**src/shared/uef_pkg.sv**
```systemverilog
/*
  Shared constants for the endpoint FIFO block: register offsets, field
  positions, reset values and FIFO sizes.
  Assumes an 8-bit register port with a 6-bit word address.
*/
// Functional notes
// [RULE_01] Tx read pointer steps and wraps per take
// [RULE_02] Tx read pointer never passes write pointer
// [RULE_03] Take from empty, not final: underrun
// [RULE_04] Tx write pointer steps and wraps per write
// [RULE_05] Write into full tx FIFO is dropped
// [RULE_06] Tx warning when fill at/below threshold
// [RULE_07] Tx free count readable in status
// [RULE_08] Rx read pointer steps and wraps per read
// [RULE_09] Rx read pointer never passes write pointer
// [RULE_10] Empty rx read repeats last byte
// [RULE_11] Rx write pointer steps and wraps per store
// [RULE_12] Store into full rx FIFO: overrun
// [RULE_13] Rx warning when space at/below threshold
// [RULE_14] Rx waiting count readable in status
// [RULE_15] Reserved bits read zero, write ignored
// [RULE_16] Soft reset all but clock config, self-clears
// [RULE_17] Regulator enable resets to zero
// [RULE_18] Not attached forces SE0 on bus
// [RULE_19] Firmware attaches only after supply settles
// [RULE_20] Interrupt pin style two-bit select
// [RULE_21] Clock out divides by divisor plus one; divisor zero holds the pin high instead
// [RULE_22] Clock out disable freezes pin level
// [RULE_23] Level from pointer difference, flush zeroes
package uef_pkg;
  // Register word offsets
  localparam logic [5:0] ADDR_MAIN_CTRL = 6'h00;
  localparam logic [5:0] ADDR_CLK_CONF = 6'h01;
  localparam logic [5:0] ADDR_TX_DATA = 6'h10;
  localparam logic [5:0] ADDR_TX_STAT = 6'h14;
  localparam logic [5:0] ADDR_TX_CTRL = 6'h18;
  localparam logic [5:0] ADDR_RX_DATA = 6'h20;
  localparam logic [5:0] ADDR_RX_STAT = 6'h24;
  localparam logic [5:0] ADDR_RX_CTRL = 6'h28;
  // Main control field positions
  localparam int MC_SOFT_RESET_BIT = 0;
  localparam int MC_VGE = 2;
  localparam int MC_NAT = 3;
  localparam int MC_IRQ_LO = 6;
  // Clock config field positions
  localparam int CC_DIS = 7;
  // Endpoint control field positions
  localparam int EC_FINAL = 7;
  localparam int EC_FLUSH = 6;
  // Reset values
  localparam logic [3:0] CLOCK_OUT_DIVISOR_RESET = 4'hb;
  localparam logic [7:0] BYTE_RESET = 8'h00;
  // FIFO sizes per endpoint pair
  localparam int FIFO_SMALL = 32;
  localparam int FIFO_LARGE = 64;
  localparam int NUM_EP = 3;
  // Interrupt pin styles
  typedef enum logic [1:0] {
    IRQ_OFF = 2'h0,
    IRQ_LOW_OD = 2'h1,
    IRQ_HIGH_PP = 2'h2,
    IRQ_LOW_PP = 2'h3
  } uef_irq_style_t;
endpackage : uef_pkg

```
**src/core/uef_top.sv**
```systemverilog
/*
  Endpoint FIFO block top: three transmit and three receive FIFOs,
  main control, interrupt pin style and divided clock output.
  Assumes the endpoint controller and register master run on mclk.
*/
// Implementation choices: the strobed register port and the register addresses.
`timescale 1ns/1ps
`default_nettype none
module uef_top
  import uef_pkg::*;
(
  input wire logic mclk,
  input wire logic rst_n,
  // Register port
  input wire logic [5:0] regAddr,
  input wire logic [7:0] regWdata,
  input wire logic regWr,
  input wire logic regRd,
  output logic [7:0] regRdata,
  // Endpoint controller, transmit side
  input wire logic [2:0] epTxTake,
  output logic [23:0] epTxData,
  output logic [2:0] txUnderrun,
  // Endpoint controller, receive side
  input wire logic [2:0] epRxStore,
  input wire logic [23:0] epRxData,
  output logic [2:0] rxOverrun,
  // Warning levels
  output logic [2:0] txLowWaterFlag,
  output logic [2:0] rxLowWaterFlag,
  // Transceiver and supply
  output logic regulatorEnable,
  output logic forceSe0,
  // Interrupt pin
  input wire logic irqRequest,
  output logic irqPinOut,
  output logic irqPinOe,
  // Divided clock
  output logic dividedClockPin
);
  // Main control state
  logic softReset; // Self-clearing reset bit
  logic clr; // Synchronous clear of all but clock config
  logic nodeAttached;
  logic regEn;
  uef_irq_style_t irqStyle;
  // Clock config state
  logic [3:0] clockOutDivisor;
  logic clockOutDisable;

  // Group decode of address
  logic [3:0] grp;
  logic [1:0] ep;
  logic epOk;
  logic wrMain;
  logic wrClk;
  // Index 3 is unmapped in every group; epOk screens it out
  assign grp = regAddr[5:2];
  assign ep = regAddr[1:0];
  assign epOk = (ep < 2'(NUM_EP));
  assign wrMain = regWr && (regAddr == ADDR_MAIN_CTRL);
  assign wrClk = regWr && (regAddr == ADDR_CLK_CONF);

  // Per-endpoint results
  logic [7:0] txStatRd [NUM_EP]; // Free count
  logic [7:0] txCtrlRd [NUM_EP];
  logic [7:0] rxStatRd [NUM_EP]; // Waiting count
  logic [7:0] rxCtrlRd [NUM_EP];
  logic [7:0] rxPeek [NUM_EP];
  logic [7:0] txPeek [NUM_EP];
  logic [2:0] next_txUnder;
  logic [2:0] next_rxOver;
  logic [2:0] next_txWarn;
  logic [2:0] next_rxWarn;
  logic [2:0] txTaken; // Take that moved a byte

  // [RULE_16] Soft reset as one-cycle clear
  assign clr = softReset;

  // One slice per endpoint; the last slice gets the large FIFO
  genvar i;
  generate
    for (i = 0; i < NUM_EP; i++)
    begin : g_ep
      localparam int D = (i == NUM_EP - 1) ? FIFO_LARGE : FIFO_SMALL;
      logic [5:0] txThr; // Tx warning threshold
      logic finalPkt; // Final packet flag
      logic [5:0] rxThr; // Rx warning threshold
      logic [6:0] txLvl;
      logic [6:0] rxLvl;
      logic txEmpty;
      logic rxFull;
      logic [6:0] txFree;
      logic [6:0] rxSpace;
      logic hitEp;
      logic wrTxc;
      logic wrRxc;
      assign hitEp = epOk && (ep == 2'(i));
      assign wrTxc = regWr && hitEp && (grp == ADDR_TX_CTRL[5:2]);
      assign wrRxc = regWr && hitEp && (grp == ADDR_RX_CTRL[5:2]);

      // Endpoint control registers
      always_ff @(posedge mclk or negedge rst_n)
      begin
        if (!rst_n)
        begin
          txThr <= 6'h00;
          finalPkt <= 1'b0;
          rxThr <= 6'h00;
        end
        else if (clr)
        begin
          // Soft reset returns thresholds to zero
          txThr <= 6'h00;
          finalPkt <= 1'b0;
          rxThr <= 6'h00;
        end
        else
        begin
          // Reserved bits simply not stored
          if (wrTxc)
          begin
            txThr <= regWdata[5:0];
            finalPkt <= regWdata[EC_FINAL];
          end
          // Rx control carries no final flag
          if (wrRxc)
            rxThr <= regWdata[5:0];
        end
      end

      // Transmit FIFO: firmware fills, controller drains
      uef_fifo #(.DEPTH(D)) u_tx (
        .clk(mclk),
        .rst_n(rst_n),
        .clr(clr),
        .flush(wrTxc && regWdata[EC_FLUSH]),
        .wrEn(regWr && hitEp && (grp == ADDR_TX_DATA[5:2])),
        .wrData(regWdata),
        .rdEn(epTxTake[i]),
        .peek(txPeek[i]),
        .level(txLvl),
        .isEmpty(txEmpty),
        .isFull()
      );

      // Receive FIFO: controller fills, firmware drains
      uef_fifo #(.DEPTH(D)) u_rx (
        .clk(mclk),
        .rst_n(rst_n),
        .clr(clr),
        .flush(wrRxc && regWdata[EC_FLUSH]),
        .wrEn(epRxStore[i]),
        .wrData(epRxData[8*i +: 8]),
        .rdEn(regRd && hitEp && (grp == ADDR_RX_DATA[5:2])),
        .peek(rxPeek[i]),
        .level(rxLvl),
        .isEmpty(),
        .isFull(rxFull)
      );

      // Seven bits so a 64-byte FIFO can report full
      assign txFree = 7'(D) - txLvl;
      assign rxSpace = 7'(D) - rxLvl;
      // [RULE_07] Free count readable
      assign txStatRd[i] = {1'b0, txFree};
      // [RULE_14] Waiting count readable
      assign rxStatRd[i] = {1'b0, rxLvl};
      assign txCtrlRd[i] = {finalPkt, 1'b0, txThr};
      assign rxCtrlRd[i] = {2'b00, rxThr};
      // Only a take that finds data moves the output byte
      assign txTaken[i] = epTxTake[i] && !txEmpty;
      // [RULE_03] Underrun on empty take
      assign next_txUnder[i] = epTxTake[i] && txEmpty && !finalPkt;
      // [RULE_12] Overrun on full store
      assign next_rxOver[i] = epRxStore[i] && rxFull;
      // [RULE_06] Tx low-water compare
      assign next_txWarn[i] = (txLvl <= {1'b0, txThr});
      // [RULE_13] Rx low-water compare
      assign next_rxWarn[i] = (rxSpace <= {1'b0, rxThr});
    end
  endgenerate

  // Read data selection; unmapped and reserved read zero
  logic [7:0] next_rdata;
  logic [7:0] mainRd;
  logic [7:0] clkRd;
  // [RULE_15] Reserved bits read zero
  assign mainRd = {irqStyle, 2'b00, nodeAttached, regEn, 1'b0, softReset};
  assign clkRd = {clockOutDisable, 3'b000, clockOutDivisor};
  // Rx data read shows the byte before its pop lands
  assign next_rdata =
    !regRd ? BYTE_RESET :
    (regAddr == ADDR_MAIN_CTRL) ? mainRd :
    (regAddr == ADDR_CLK_CONF) ? clkRd :
    !epOk ? BYTE_RESET :
    (grp == ADDR_TX_STAT[5:2]) ? txStatRd[ep] :
    (grp == ADDR_TX_CTRL[5:2]) ? txCtrlRd[ep] :
    (grp == ADDR_RX_DATA[5:2]) ? rxPeek[ep] :
    (grp == ADDR_RX_STAT[5:2]) ? rxStatRd[ep] :
    (grp == ADDR_RX_CTRL[5:2]) ? rxCtrlRd[ep] :
    BYTE_RESET;

  // Main control register and soft reset pulse
  always_ff @(posedge mclk or negedge rst_n)
  begin
    if (!rst_n)
    begin
      softReset <= 1'b0;
      nodeAttached <= 1'b0;
      regEn <= 1'b0;
      irqStyle <= IRQ_OFF;
    end
    else if (clr)
    begin
      // [RULE_16] Bit clears as reset ends
      softReset <= 1'b0;
      // [RULE_17] Regulator back off
      regEn <= 1'b0;
      nodeAttached <= 1'b0;
      irqStyle <= IRQ_OFF;
    end
    else if (wrMain)
    begin
      // Bit 0 written low leaves the soft reset idle
      softReset <= regWdata[MC_SOFT_RESET_BIT];
      regEn <= regWdata[MC_VGE];
      nodeAttached <= regWdata[MC_NAT];
      irqStyle <= uef_irq_style_t'(regWdata[MC_IRQ_LO +: 2]);
    end
  end

  // Clock config; soft reset leaves it alone on purpose
  always_ff @(posedge mclk or negedge rst_n)
  begin
    if (!rst_n)
    begin
      clockOutDivisor <= CLOCK_OUT_DIVISOR_RESET;
      clockOutDisable <= 1'b0;
    end
    else if (wrClk)
    begin
      // The freeze itself lives in the divider
      clockOutDivisor <= regWdata[3:0];
      clockOutDisable <= regWdata[CC_DIS];
    end
  end

  // Interrupt pin drive per style
  logic next_irqOut;
  logic next_irqOe;
  // [RULE_20] Pin style decode
  always_comb
  begin
    next_irqOut = 1'b0;
    next_irqOe = 1'b0;
    case (irqStyle)
      IRQ_OFF:
      begin
        next_irqOut = 1'b0;
        next_irqOe = 1'b0;
      end
      IRQ_LOW_OD:
      begin
        // Pull low only while asserted
        next_irqOut = 1'b0;
        next_irqOe = irqRequest;
      end
      IRQ_HIGH_PP:
      begin
        next_irqOut = irqRequest;
        next_irqOe = 1'b1;
      end
      IRQ_LOW_PP:
      begin
        next_irqOut = !irqRequest;
        next_irqOe = 1'b1;
      end
      default:
      begin
        next_irqOut = 1'b0;
        next_irqOe = 1'b0;
      end
    endcase
  end

  // Registered outputs
  always_ff @(posedge mclk or negedge rst_n)
  begin
    if (!rst_n)
    begin
      regRdata <= BYTE_RESET;
      epTxData <= 24'h000000;
      txUnderrun <= 3'h0;
      rxOverrun <= 3'h0;
      txLowWaterFlag <= 3'h0;
      rxLowWaterFlag <= 3'h0;
      regulatorEnable <= 1'b0;
      forceSe0 <= 1'b1;
      irqPinOut <= 1'b0;
      irqPinOe <= 1'b0;
    end
    else
    begin
      regRdata <= next_rdata;
      // [RULE_16] Soft clear drops held bytes
      if (clr)
      begin
        epTxData <= 24'h000000;
      end
      else
      begin
        // Tx byte held until next successful take
        for (int k = 0; k < NUM_EP; k++)
        begin
          if (txTaken[k])
            epTxData[8*k +: 8] <= txPeek[k];
        end
      end
      // Event pulses are dropped while the soft clear runs
      txUnderrun <= clr ? 3'h0 : next_txUnder;
      rxOverrun <= clr ? 3'h0 : next_rxOver;
      // Warning levels lag the compares by one cycle
      txLowWaterFlag <= next_txWarn;
      rxLowWaterFlag <= next_rxWarn;
      // [RULE_17] Supply follows enable bit
      regulatorEnable <= regEn;
      // [RULE_18] SE0 until attached
      forceSe0 <= !nodeAttached;
      // Registered so the pad never sees decode glitches
      irqPinOut <= next_irqOut;
      irqPinOe <= next_irqOe;
    end
  end

  // Divided clock output
  // It keeps running through a soft reset on purpose
  uef_clock_out_divisor u_clk (
    .clk(mclk),
    .rst_n(rst_n),
    .divisor(clockOutDivisor),
    .freeze(clockOutDisable),
    .pinOut(dividedClockPin)
  );
endmodule : uef_top
`default_nettype wire

```
**src/core/uef_fifo.sv**
```systemverilog
/*
  Byte FIFO with wrapping pointers, full tracking and a peek port.
  Assumes DEPTH is a power of two and all strobes are on clk.
*/
`timescale 1ns/1ps
`default_nettype none
module uef_fifo
  import uef_pkg::*;
#(
  parameter int DEPTH = 32
)(
  input wire logic clk,
  input wire logic rst_n,
  input wire logic clr,
  input wire logic flush,
  input wire logic wrEn,
  input wire logic [7:0] wrData,
  input wire logic rdEn,
  output logic [7:0] peek,
  output logic [6:0] level,
  output logic isEmpty,
  output logic isFull
);
  localparam int AW = $clog2(DEPTH);
  logic [7:0] mem [DEPTH]; // Byte storage
  logic [AW-1:0] wp; // Write pointer
  logic [AW-1:0] rp; // Read pointer
  logic [AW-1:0] diff; // Pointer difference
  logic full; // Disambiguates equal pointers
  logic [7:0] last; // Most recent byte taken
  logic doWr;
  logic doRd;
  // [RULE_05] Full blocks write
  assign doWr = wrEn && !full;
  // [RULE_02] [RULE_09] Empty blocks read
  assign doRd = rdEn && !isEmpty;
  // [RULE_23] Level by pointer difference
  assign diff = wp - rp;
  assign isFull = full;
  assign isEmpty = !full && (wp == rp);
  assign level = full ? 7'(DEPTH) : 7'(diff);
  // [RULE_10] Empty peek gives last byte
  assign peek = isEmpty ? last : mem[rp];

  // Storage, no reset needed
  always_ff @(posedge clk)
  begin
    if (doWr)
    begin
      mem[wp] <= wrData;
    end
  end

  // Pointers; power-of-two size wraps naturally
  always_ff @(posedge clk or negedge rst_n)
  begin
    if (!rst_n)
    begin
      wp <= '0;
      rp <= '0;
      full <= 1'b0;
      last <= BYTE_RESET;
    end
    else if (clr || flush)
    begin
      // [RULE_23] Flush zeroes pointers
      wp <= '0;
      rp <= '0;
      full <= 1'b0;
      last <= BYTE_RESET;
    end
    else
    begin
      // [RULE_04] [RULE_11] Step write pointer
      if (doWr)
        wp <= wp + 1'b1;
      // [RULE_01] [RULE_08] Step read pointer
      if (doRd)
      begin
        rp <= rp + 1'b1;
        last <= mem[rp];
      end
      if (doWr && !doRd && (AW'(wp + 1'b1) == rp))
        full <= 1'b1;
      else if (doRd && !doWr)
        full <= 1'b0;
    end
  end
endmodule : uef_fifo
`default_nettype wire

```
**src/core/uef_clock_out_divisor.sv**
```systemverilog
/*
  Divided clock output: period of divisor plus one clocks.
  Assumes divisor and disable come from registers on clk.
*/
`timescale 1ns/1ps
`default_nettype none
module uef_clock_out_divisor
  import uef_pkg::*;
(
  input wire logic clk,
  input wire logic rst_n,
  input wire logic [3:0] divisor,
  input wire logic freeze,
  output logic pinOut
);
  logic [3:0] cnt; // Position within period
  logic [3:0] next_cnt;
  logic [3:0] half; // High phase length
  // Compare against live divisor: a change stretches or cuts
  // the running phase instead of restarting it, so no runt pulse
  assign next_cnt = (cnt >= divisor) ? 4'h0 : cnt + 4'h1;
  assign half = 4'((5'(divisor) + 5'h1) >> 1);

  // Divider; divisor zero holds the pin high (cannot split a clock)
  always_ff @(posedge clk or negedge rst_n)
  begin
    if (!rst_n)
    begin
      cnt <= 4'h0;
      pinOut <= 1'b0;
    end
    // [RULE_22] Frozen at present level
    else if (!freeze)
    begin
      // [RULE_21] Divide by divisor plus one
      cnt <= next_cnt;
      pinOut <= (next_cnt < half) || (divisor == 4'h0);
    end
  end
endmodule : uef_clock_out_divisor
`default_nettype wire

```
**config.mk**
```make
export PLATFORM = sky130hd
export DESIGN_NAME = uef_top
export DESIGN_NICKNAME = d
export VERILOG_FILES = /design/src/shared/uef_pkg.sv /design/src/core/uef_top.sv /design/src/core/uef_fifo.sv /design/src/core/uef_clock_out_divisor.sv
export SDC_FILE = /design/constraint.sdc
export NUM_CORES = 2
export LEC_CHECK = 0
export BUFFER_PORTS_ARGS = -buffer_cell sky130_fd_sc_hd__buf_4
export CORE_UTILIZATION = 60
export CTS_CLUSTER_DIAMETER = 200
export DETAILED_ROUTE_END_ITERATION = 10
export GPL_TIMING_DRIVEN = 1
export PLACE_DENSITY = 0.83
export SLEW_MARGIN = 20
export SYNTH_ARGS = -nofsm -noshare
export SYNTH_HDL_FRONTEND = slang
export SYNTH_SLANG_ARGS = --single-unit
```
**constraint.sdc**
```tcl
create_clock -name mclk -period 9.46 [get_ports mclk]
set_input_delay 0.946 -clock mclk [delete_from_list [all_inputs] [get_ports mclk]]
set_output_delay 0.946 -clock mclk [all_outputs]
set_load 0.01 [all_outputs]
```
## Word-level counts from Yosys, hierarchy flattened

Memories as Yosys holds them, arrays and structs flattened.
Cells that the tools add are included.

- Register bits: 220
- Memory bits (writable): 2,048
- Output and inout bits: 49
- Memories: 6

Memories:

| memory | words | bits a word | read ports | clocked after memory_dff | write ports | RTL line | RTL |
|---|---|---|---|---|---|---|---|
| g_ep[2].u_rx.mem | 64 | 8 | 1 | 0 | 1 | uef_fifo.sv:25 | `logic [7:0] mem [DEPTH];` |
| g_ep[2].u_tx.mem | 64 | 8 | 1 | 0 | 1 | uef_fifo.sv:25 |  |
| g_ep[0].u_rx.mem | 32 | 8 | 1 | 0 | 1 | uef_fifo.sv:25 |  |
| g_ep[0].u_tx.mem | 32 | 8 | 1 | 0 | 1 | uef_fifo.sv:25 |  |
| g_ep[1].u_rx.mem | 32 | 8 | 1 | 0 | 1 | uef_fifo.sv:25 |  |
| g_ep[1].u_tx.mem | 32 | 8 | 1 | 0 | 1 | uef_fifo.sv:25 |  |

- Add/sub/neg operators: 26
- $lt $le $gt $ge: 10
- Eq/ne operators: 24
- Multiplexer cells: 137
- Bitwise gates (word level): 1
- Reduce and logical (&&, ||, !) cells: 144

Operators by type and width:

| cell | number |
|---|---|
| two-way mux 8 bit | 40 |
| two-way mux 6 bit | 24 |
| binary-select mux 8 bit (select 2 bit) | 5 |
| two-way mux 5 bit | 16 |
| logical AND 1 bit | 74 |
| nonzero test 2 bit | 22 |
| <= comparator 7 x 6 -> 1 bit | 6 |
| two-way mux 1 bit | 42 |
| adder 5 x 1 -> 5 bit, second input constant | 8 |
| == test 5 bit | 8 |
| logical NOT 1 bit | 29 |
| subtractor 6 x 7 -> 7 bit, first input constant | 4 |
| adder 6 x 1 -> 6 bit, second input constant | 4 |
| == test 6 bit | 4 |
| two-way mux 24 bit | 1 |
| subtractor 5 bit | 4 |
| nonzero test 3 bit | 6 |
| two-way mux 7 bit | 2 |
| subtractor 7 bit, first input constant | 2 |
| == test 4 x 3 -> 1 bit, second input constant | 3 |
| == test 4 bit, second input constant | 3 |
| subtractor 6 bit | 2 |
| logical OR 1 bit | 7 |
| == test 2 bit, second input constant | 3 |
| other kinds (17) | 23 |

## Depth between registers and ports, before layout

- Depth in word-level cells: 13
- Gate-level depth with buffers: 17
- Mapped depth without buffers: 16

## Modules after synthesis

From an unflattened synthesis, not the netlist that was laid out.

- Cell total of the unflattened synthesis: 5,874
- Area, all modules: 95,399.0 µm²

By module, submodules not included:

| module | times used | cells each | area an instance (µm²) |
|---|---|---|---|
| uef_fifo (g_ep[0].u_tx ...) | 2 | 696 | 11,434.7 |
| uef_fifo (g_ep[2].u_tx) | 1 | 1,170 | 21,504.4 |
| uef_fifo (g_ep[2].u_rx) | 1 | 1,175 | 21,314.2 |
| uef_fifo (g_ep[0].u_rx) | 1 | 696 | 11,421.0 |
| uef_fifo (g_ep[1].u_tx) | 1 | 697 | 11,399.7 |
| uef_top | 1 | 684 | 6,358.6 |
| uef_clock_out_divisor | 1 | 60 | 531.8 |

## Worst setup path before layout

No wires, ideal clock.

- Kind: reg2reg
- From: reg g_ep[2].u_rx.rp[2]
- To: reg rxLowWaterFlag[2]
- Library setup time: 0.123 ns
- Arrival time: 3.111 ns
- Data required time: 9.337 ns
- Setup slack: 6.226 ns
- Cell stages (with the launch flop): 16
- Buffers on the path: 3
- Clock period less this slack: 3.234 ns
- Cell sequence: dfrtp_1 -> buf_2 -> buf_1 -> inv_1 -> clkbuf_1 -> ha_1 -> nand3_1 -> and3_1 -> xor2_1 -> nor3b_1 -> xnor2_1 -> nor2_1 -> ha_1 -> nand4_1 -> nor2_1 -> o221a_2

- Longest elaborated chain between the ends: 4

Ends and longest elaborated chain:

| item | RTL line | RTL |
|---|---|---|
| start: declaration | uef_fifo.sv:27 | `logic [AW-1:0] rp;` |
| start signal: assignment | uef_fifo.sv:80 | `rp <= rp + 1'b1;` |
| subtractor 6 bit | uef_fifo.sv:38 | `assign diff = wp - rp;` |
| two-way mux 7 bit | uef_fifo.sv:41 | `assign level = full ? 7'(DEPTH) : 7'(diff);` |
| subtractor 7 bit | uef_top.sv:164 | `assign rxSpace = 7'(D) - rxLvl;` |
| <= comparator 7 x 6 -> 1 bit | uef_top.sv:180 | `assign next_rxWarn[i] = (rxSpace <= {1'b0, rxThr});` |
| net next_rxWarn[2] | uef_top.sv:74 | `logic [2:0] next_rxWarn;` |
| end signal: assignment | uef_top.sv:325 | `rxLowWaterFlag <= next_rxWarn;` |
| end: declaration | uef_top.sv:30 | `output logic [2:0] rxLowWaterFlag,` |

The timed path passes the listed nets, and every way through them passes these cells.
A chain may end at the register's enable or synchronous reset.

## Worst setup path after layout

- From: in regAddr[4]
- To: mem g_ep[2].u_tx.mem[47][2] (enable)

- Longest elaborated chain between the ends: 5

Ends and longest elaborated chain:

| item | RTL line | RTL |
|---|---|---|
| start: declaration | uef_top.sv:15 | `input wire logic [5:0] regAddr,` |
| == test 4 x 3 -> 1 bit | uef_top.sv:138 | `.wrEn(regWr && hitEp && (grp == ADDR_TX_DATA[5:2])),` |
| logical AND 1 bit | uef_top.sv:138 |  |
| logical AND 1 bit | uef_fifo.sv:34 | `assign doWr = wrEn && !full;` |
| two-way mux 1 bit | uef_fifo.sv:48 | `if (doWr)` |
| two-way mux 1 bit (not written as such) | uef_fifo.sv:50 | `mem[wp] <= wrData;` |
| end: declaration | uef_fifo.sv:25 |  |

Every way passes these cells.

==> results.sh <==
export IMPL_outcome="finished, final reports clean"
export IMPL_timing_fmax_ghz=0.212
export IMPL_rr_startpoint="g_ep[2].u_rx.rp[2]"
export IMPL_met3_usage_pct=7.19
export IMPL_critPathKind="primary input to flop"
export IMPL_synth_ff_type="edfxtp_1"
export IMPL_r2r_end="rxLowWaterFlag[2]"
export IMPL_synth_distinct_cells=95
export IMPL_worstPathArrival_ps=5160
export IMPL_grt_max_degree=88
export IMPL_hp_class="primary input to asynchronous set/reset pin"
export IMPL_path_clk_slew_ps=60
export IMPL_io_buffers=97
export IMPL_skew_ps=59.0
export IMPL_multi_input_area_sq_um=24800
export IMPL_cts_root_buf="clkbuf_16"
export IMPL_initial_core_util_pct=60.4
export IMPL_die_area_sq_um=157000
export IMPL_timing_final_crit_share_pct=49.8
export IMPL_synth_edf_count=2048
export IMPL_wirelength_mm=232
export IMPL_fin_util_pct=66.5
export IMPL_r2r_setup_slack_ps=4970
export IMPL_tns_ps=0
export IMPL_antenna_found_initial=10
export IMPL_postCtsHoldBufs=0
export IMPL_wl_per_cell_um=31.0
export IMPL_syn_inst=5170
export IMPL_crit_fanout=11
export IMPL_ys_seq_elements=2244
export IMPL_grt_most_used_layer="met2"
export IMPL_grt_pass1_wl_mm=342
export IMPL_critPathLaunchType="primary input"
export IMPL_globalRouteMet1Util_pct=41.0
export IMPL_vias=51100
export IMPL_drc=0
export IMPL_maxCapViolCount=0
export IMPL_place_area_sq_um=95200
export IMPL_ant_nets=0
export IMPL_dp_hpwl_mm=136
export IMPL_synth_async_sr_flop_share_pct=8.73
export IMPL_drv_slew=0
export IMPL_synth_top_cell_by_area="edfxtp_1"
export IMPL_finalPower_mw=27.6
export IMPL_synthTopCellsByArea="edfxtp_1, mux4_2, dfrtp_1, mux2i_1, nor2_1"
export IMPL_fin_area_sq_um=103000
export IMPL_power_density_nw_per_um2=269
export IMPL_fillers=9389
export IMPL_layout_nets=5405
export IMPL_htreeDepth=4
export IMPL_grt_overflow=0
export IMPL_hold_viol_final=0
export IMPL_dr_pass1_iters=7
export IMPL_io_pins=98
export IMPL_cts_setup_buffers=0
export IMPL_worstMarginPinSlew_ps=1230
export IMPL_cts_inserted_buffers=209
export IMPL_grtUsageMet2_pct=46.9
export IMPL_final_layout_size_suffix_gt1_share_pct=19.0
export IMPL_drt_iter0_drc=7793
export IMPL_seq_area_frac_synth_pct=71.3
export IMPL_avgSynthCellArea_sq_um=18.0
export IMPL_numClockSinks=2244
export IMPL_fp_dieH_um=396
export IMPL_clockBufferDepth=3
export IMPL_r2r_worst_path_cells=13
export IMPL_synth_area_sq_um=93100
export IMPL_netlist_area_leader_share_pct=66.1
export IMPL_slew_limit_headroom_pct=17.5
export IMPL_clk_latency_ps=870
export IMPL_grt_usage_pct=29.7
export IMPL_cts_resized=0
export IMPL_syn_to_final_growth_pct=10.1
export IMPL_leakage_nw=33.4
export IMPL_syn_nets=5327
export IMPL_place_ws_ps=4370
export IMPL_yosysWarnings=0
export IMPL_die_width_um=396
export IMPL_grt_setup_unrepaired="false"
export IMPL_critPathRequiredTime_ps=9910
export IMPL_endpoint_kind="flop"
export IMPL_worst_slack_ps=4750
export IMPL_setup_viol=0
export IMPL_rows=144
export IMPL_vias_per_cell=6.84
export IMPL_grt_pass1_vias=51200
export IMPL_vdd_drop_max_v=0.000248
export IMPL_place_congestion=0.934
export IMPL_period_needed_ps=4710
export IMPL_core_area_sq_um=154000
export IMPL_cts_tree="yes"
export IMPL_seq_area_sq_um=66500
==> cells by family after synthesis <==
logic type,share of synthesized area (%)
AND/OR/NAND/NOR,5.44
flip-flops,71.3
XOR/XNOR,1.06
multiplexers,14.9
buffers and inverters,2.09
AO/OA/AOI/OAI,3.69
adder cells (fa/ha/maj),1.50
==> worst max-delay path by stage <==
stage / depth (start not counted) / endpoint / slack, ps / from
finish: 6 / g_ep[2].u_tx.mem[47][2] / 4750 / regAddr[4]
global route: 13 / rxLowWaterFlag[2] / 4780 / g_ep[2].u_rx.rp[2]
CTS: 13 / rxLowWaterFlag[2] / 5010 / g_ep[2].u_rx.rp[2]
detailed placement: 6 / g_ep[2].u_tx.mem[63][4] / 4370 / regAddr[4]
global placement: 6 / g_ep[2].u_tx.mem[63][4] / 4520 / regAddr[4]
floorplan: 15 / rxLowWaterFlag[2] / 6230 / g_ep[2].u_rx.rp[2]
==> power by group <==
part / switching (mW) / internal [mW] / leakage [nW] / total (mW)
sequential: 0.701 / 11.2 / 20.9 / 11.9
combinational: 3.76 / 3.05 / 9.01 / 6.81
clock: 3.83 / 5.00 / 3.50 / 8.83
total: 8.29 / 19.3 / 33.4 / 27.6
==> state kept, by name (all words and copies together) (netlist names), 8 cells and up <==
name            flops
g_ep.u_tx.rp       16
g_ep.u_rx.last     24
g_ep.rxThr         18
g_ep.u_tx.mem    1024
regRdata            8
g_ep.u_rx.rp       16
g_ep.u_tx.wp       16
epTxData           24
g_ep.txThr         18
g_ep.u_rx.mem    1024
g_ep.u_rx.wp       16
==> area by class of cell <==
| cell class | instances | area share, % |
|---|---|---|
| Clock buffer | 239 | 5.28 |
| Antenna cell | 3 | 0.00732 |
| Inverter | 104 | 0.381 |
| Timing Repair Buffer | 144 | 1.08 |
| Tap cell | 2044 | 2.49 |
| Multi-Input combinational cell | 2545 | 24.2 |
| Sequential cell | 2244 | 64.8 |
| Clock inverter | 155 | 1.77 |
==> layout by cell type, fill, tap and decap left out, types with 93 or more instances in the layout <==
cell	count
ha_1	102
nor2_1	491
nand2_1	201
clkbuf_16	210
a21oi_1	97
inv_1	93
buf_4	142
mux4_2	462
mux2i_1	224
dfrtp_1	178
edfxtp_1	2048
==> critical path, stage by stage <==
cell and delay [ps]:
buf_4 110, nor2b_1 720, nand3_1 710, nor3_1 710, nand4_1 1010, nor2_1 940
==> metrics by stage <==
stage               instances  hold WS [ps]
finish                   7478          57.4
global route             7475          84.3
CTS                      7474          62.8
detailed placement       7080           421
global placement         7080           419
floorplan                5170           374
==> metal layers <==
layer  part of all wire (%)  up-vias  routed length, um
met4                    3.7        8               8620
met2                     48     3727             111000
met1                     36    26000              84000
met5                  0.021        -                 48
li1                       -    20800                  -
met3                     12      648              27500
==> cells in the mapped netlist, drive strengths merged (15+ instances only) <==
cell type     n
ha          102
and2         17
a211oi       48
clkbuf      121
nand3b       22
nand4        33
inv          97
xor2         43
dfrtp       192
edfxtp     2048
xnor2        69
a31oi        23
mux4        500
a22oi        25
nand2       201
or3b         15
o21ai        81
mux2i       224
nor2b        55
nor3         62
mux2         20
buf         156
or2          19
o22ai        27
nand2b       34
a21oi        97
nor2        492
a221oi       29
o221ai       30
or3          17
a21o         23
nand3        69
Note: power is estimated with default switching activity, not from simulation.
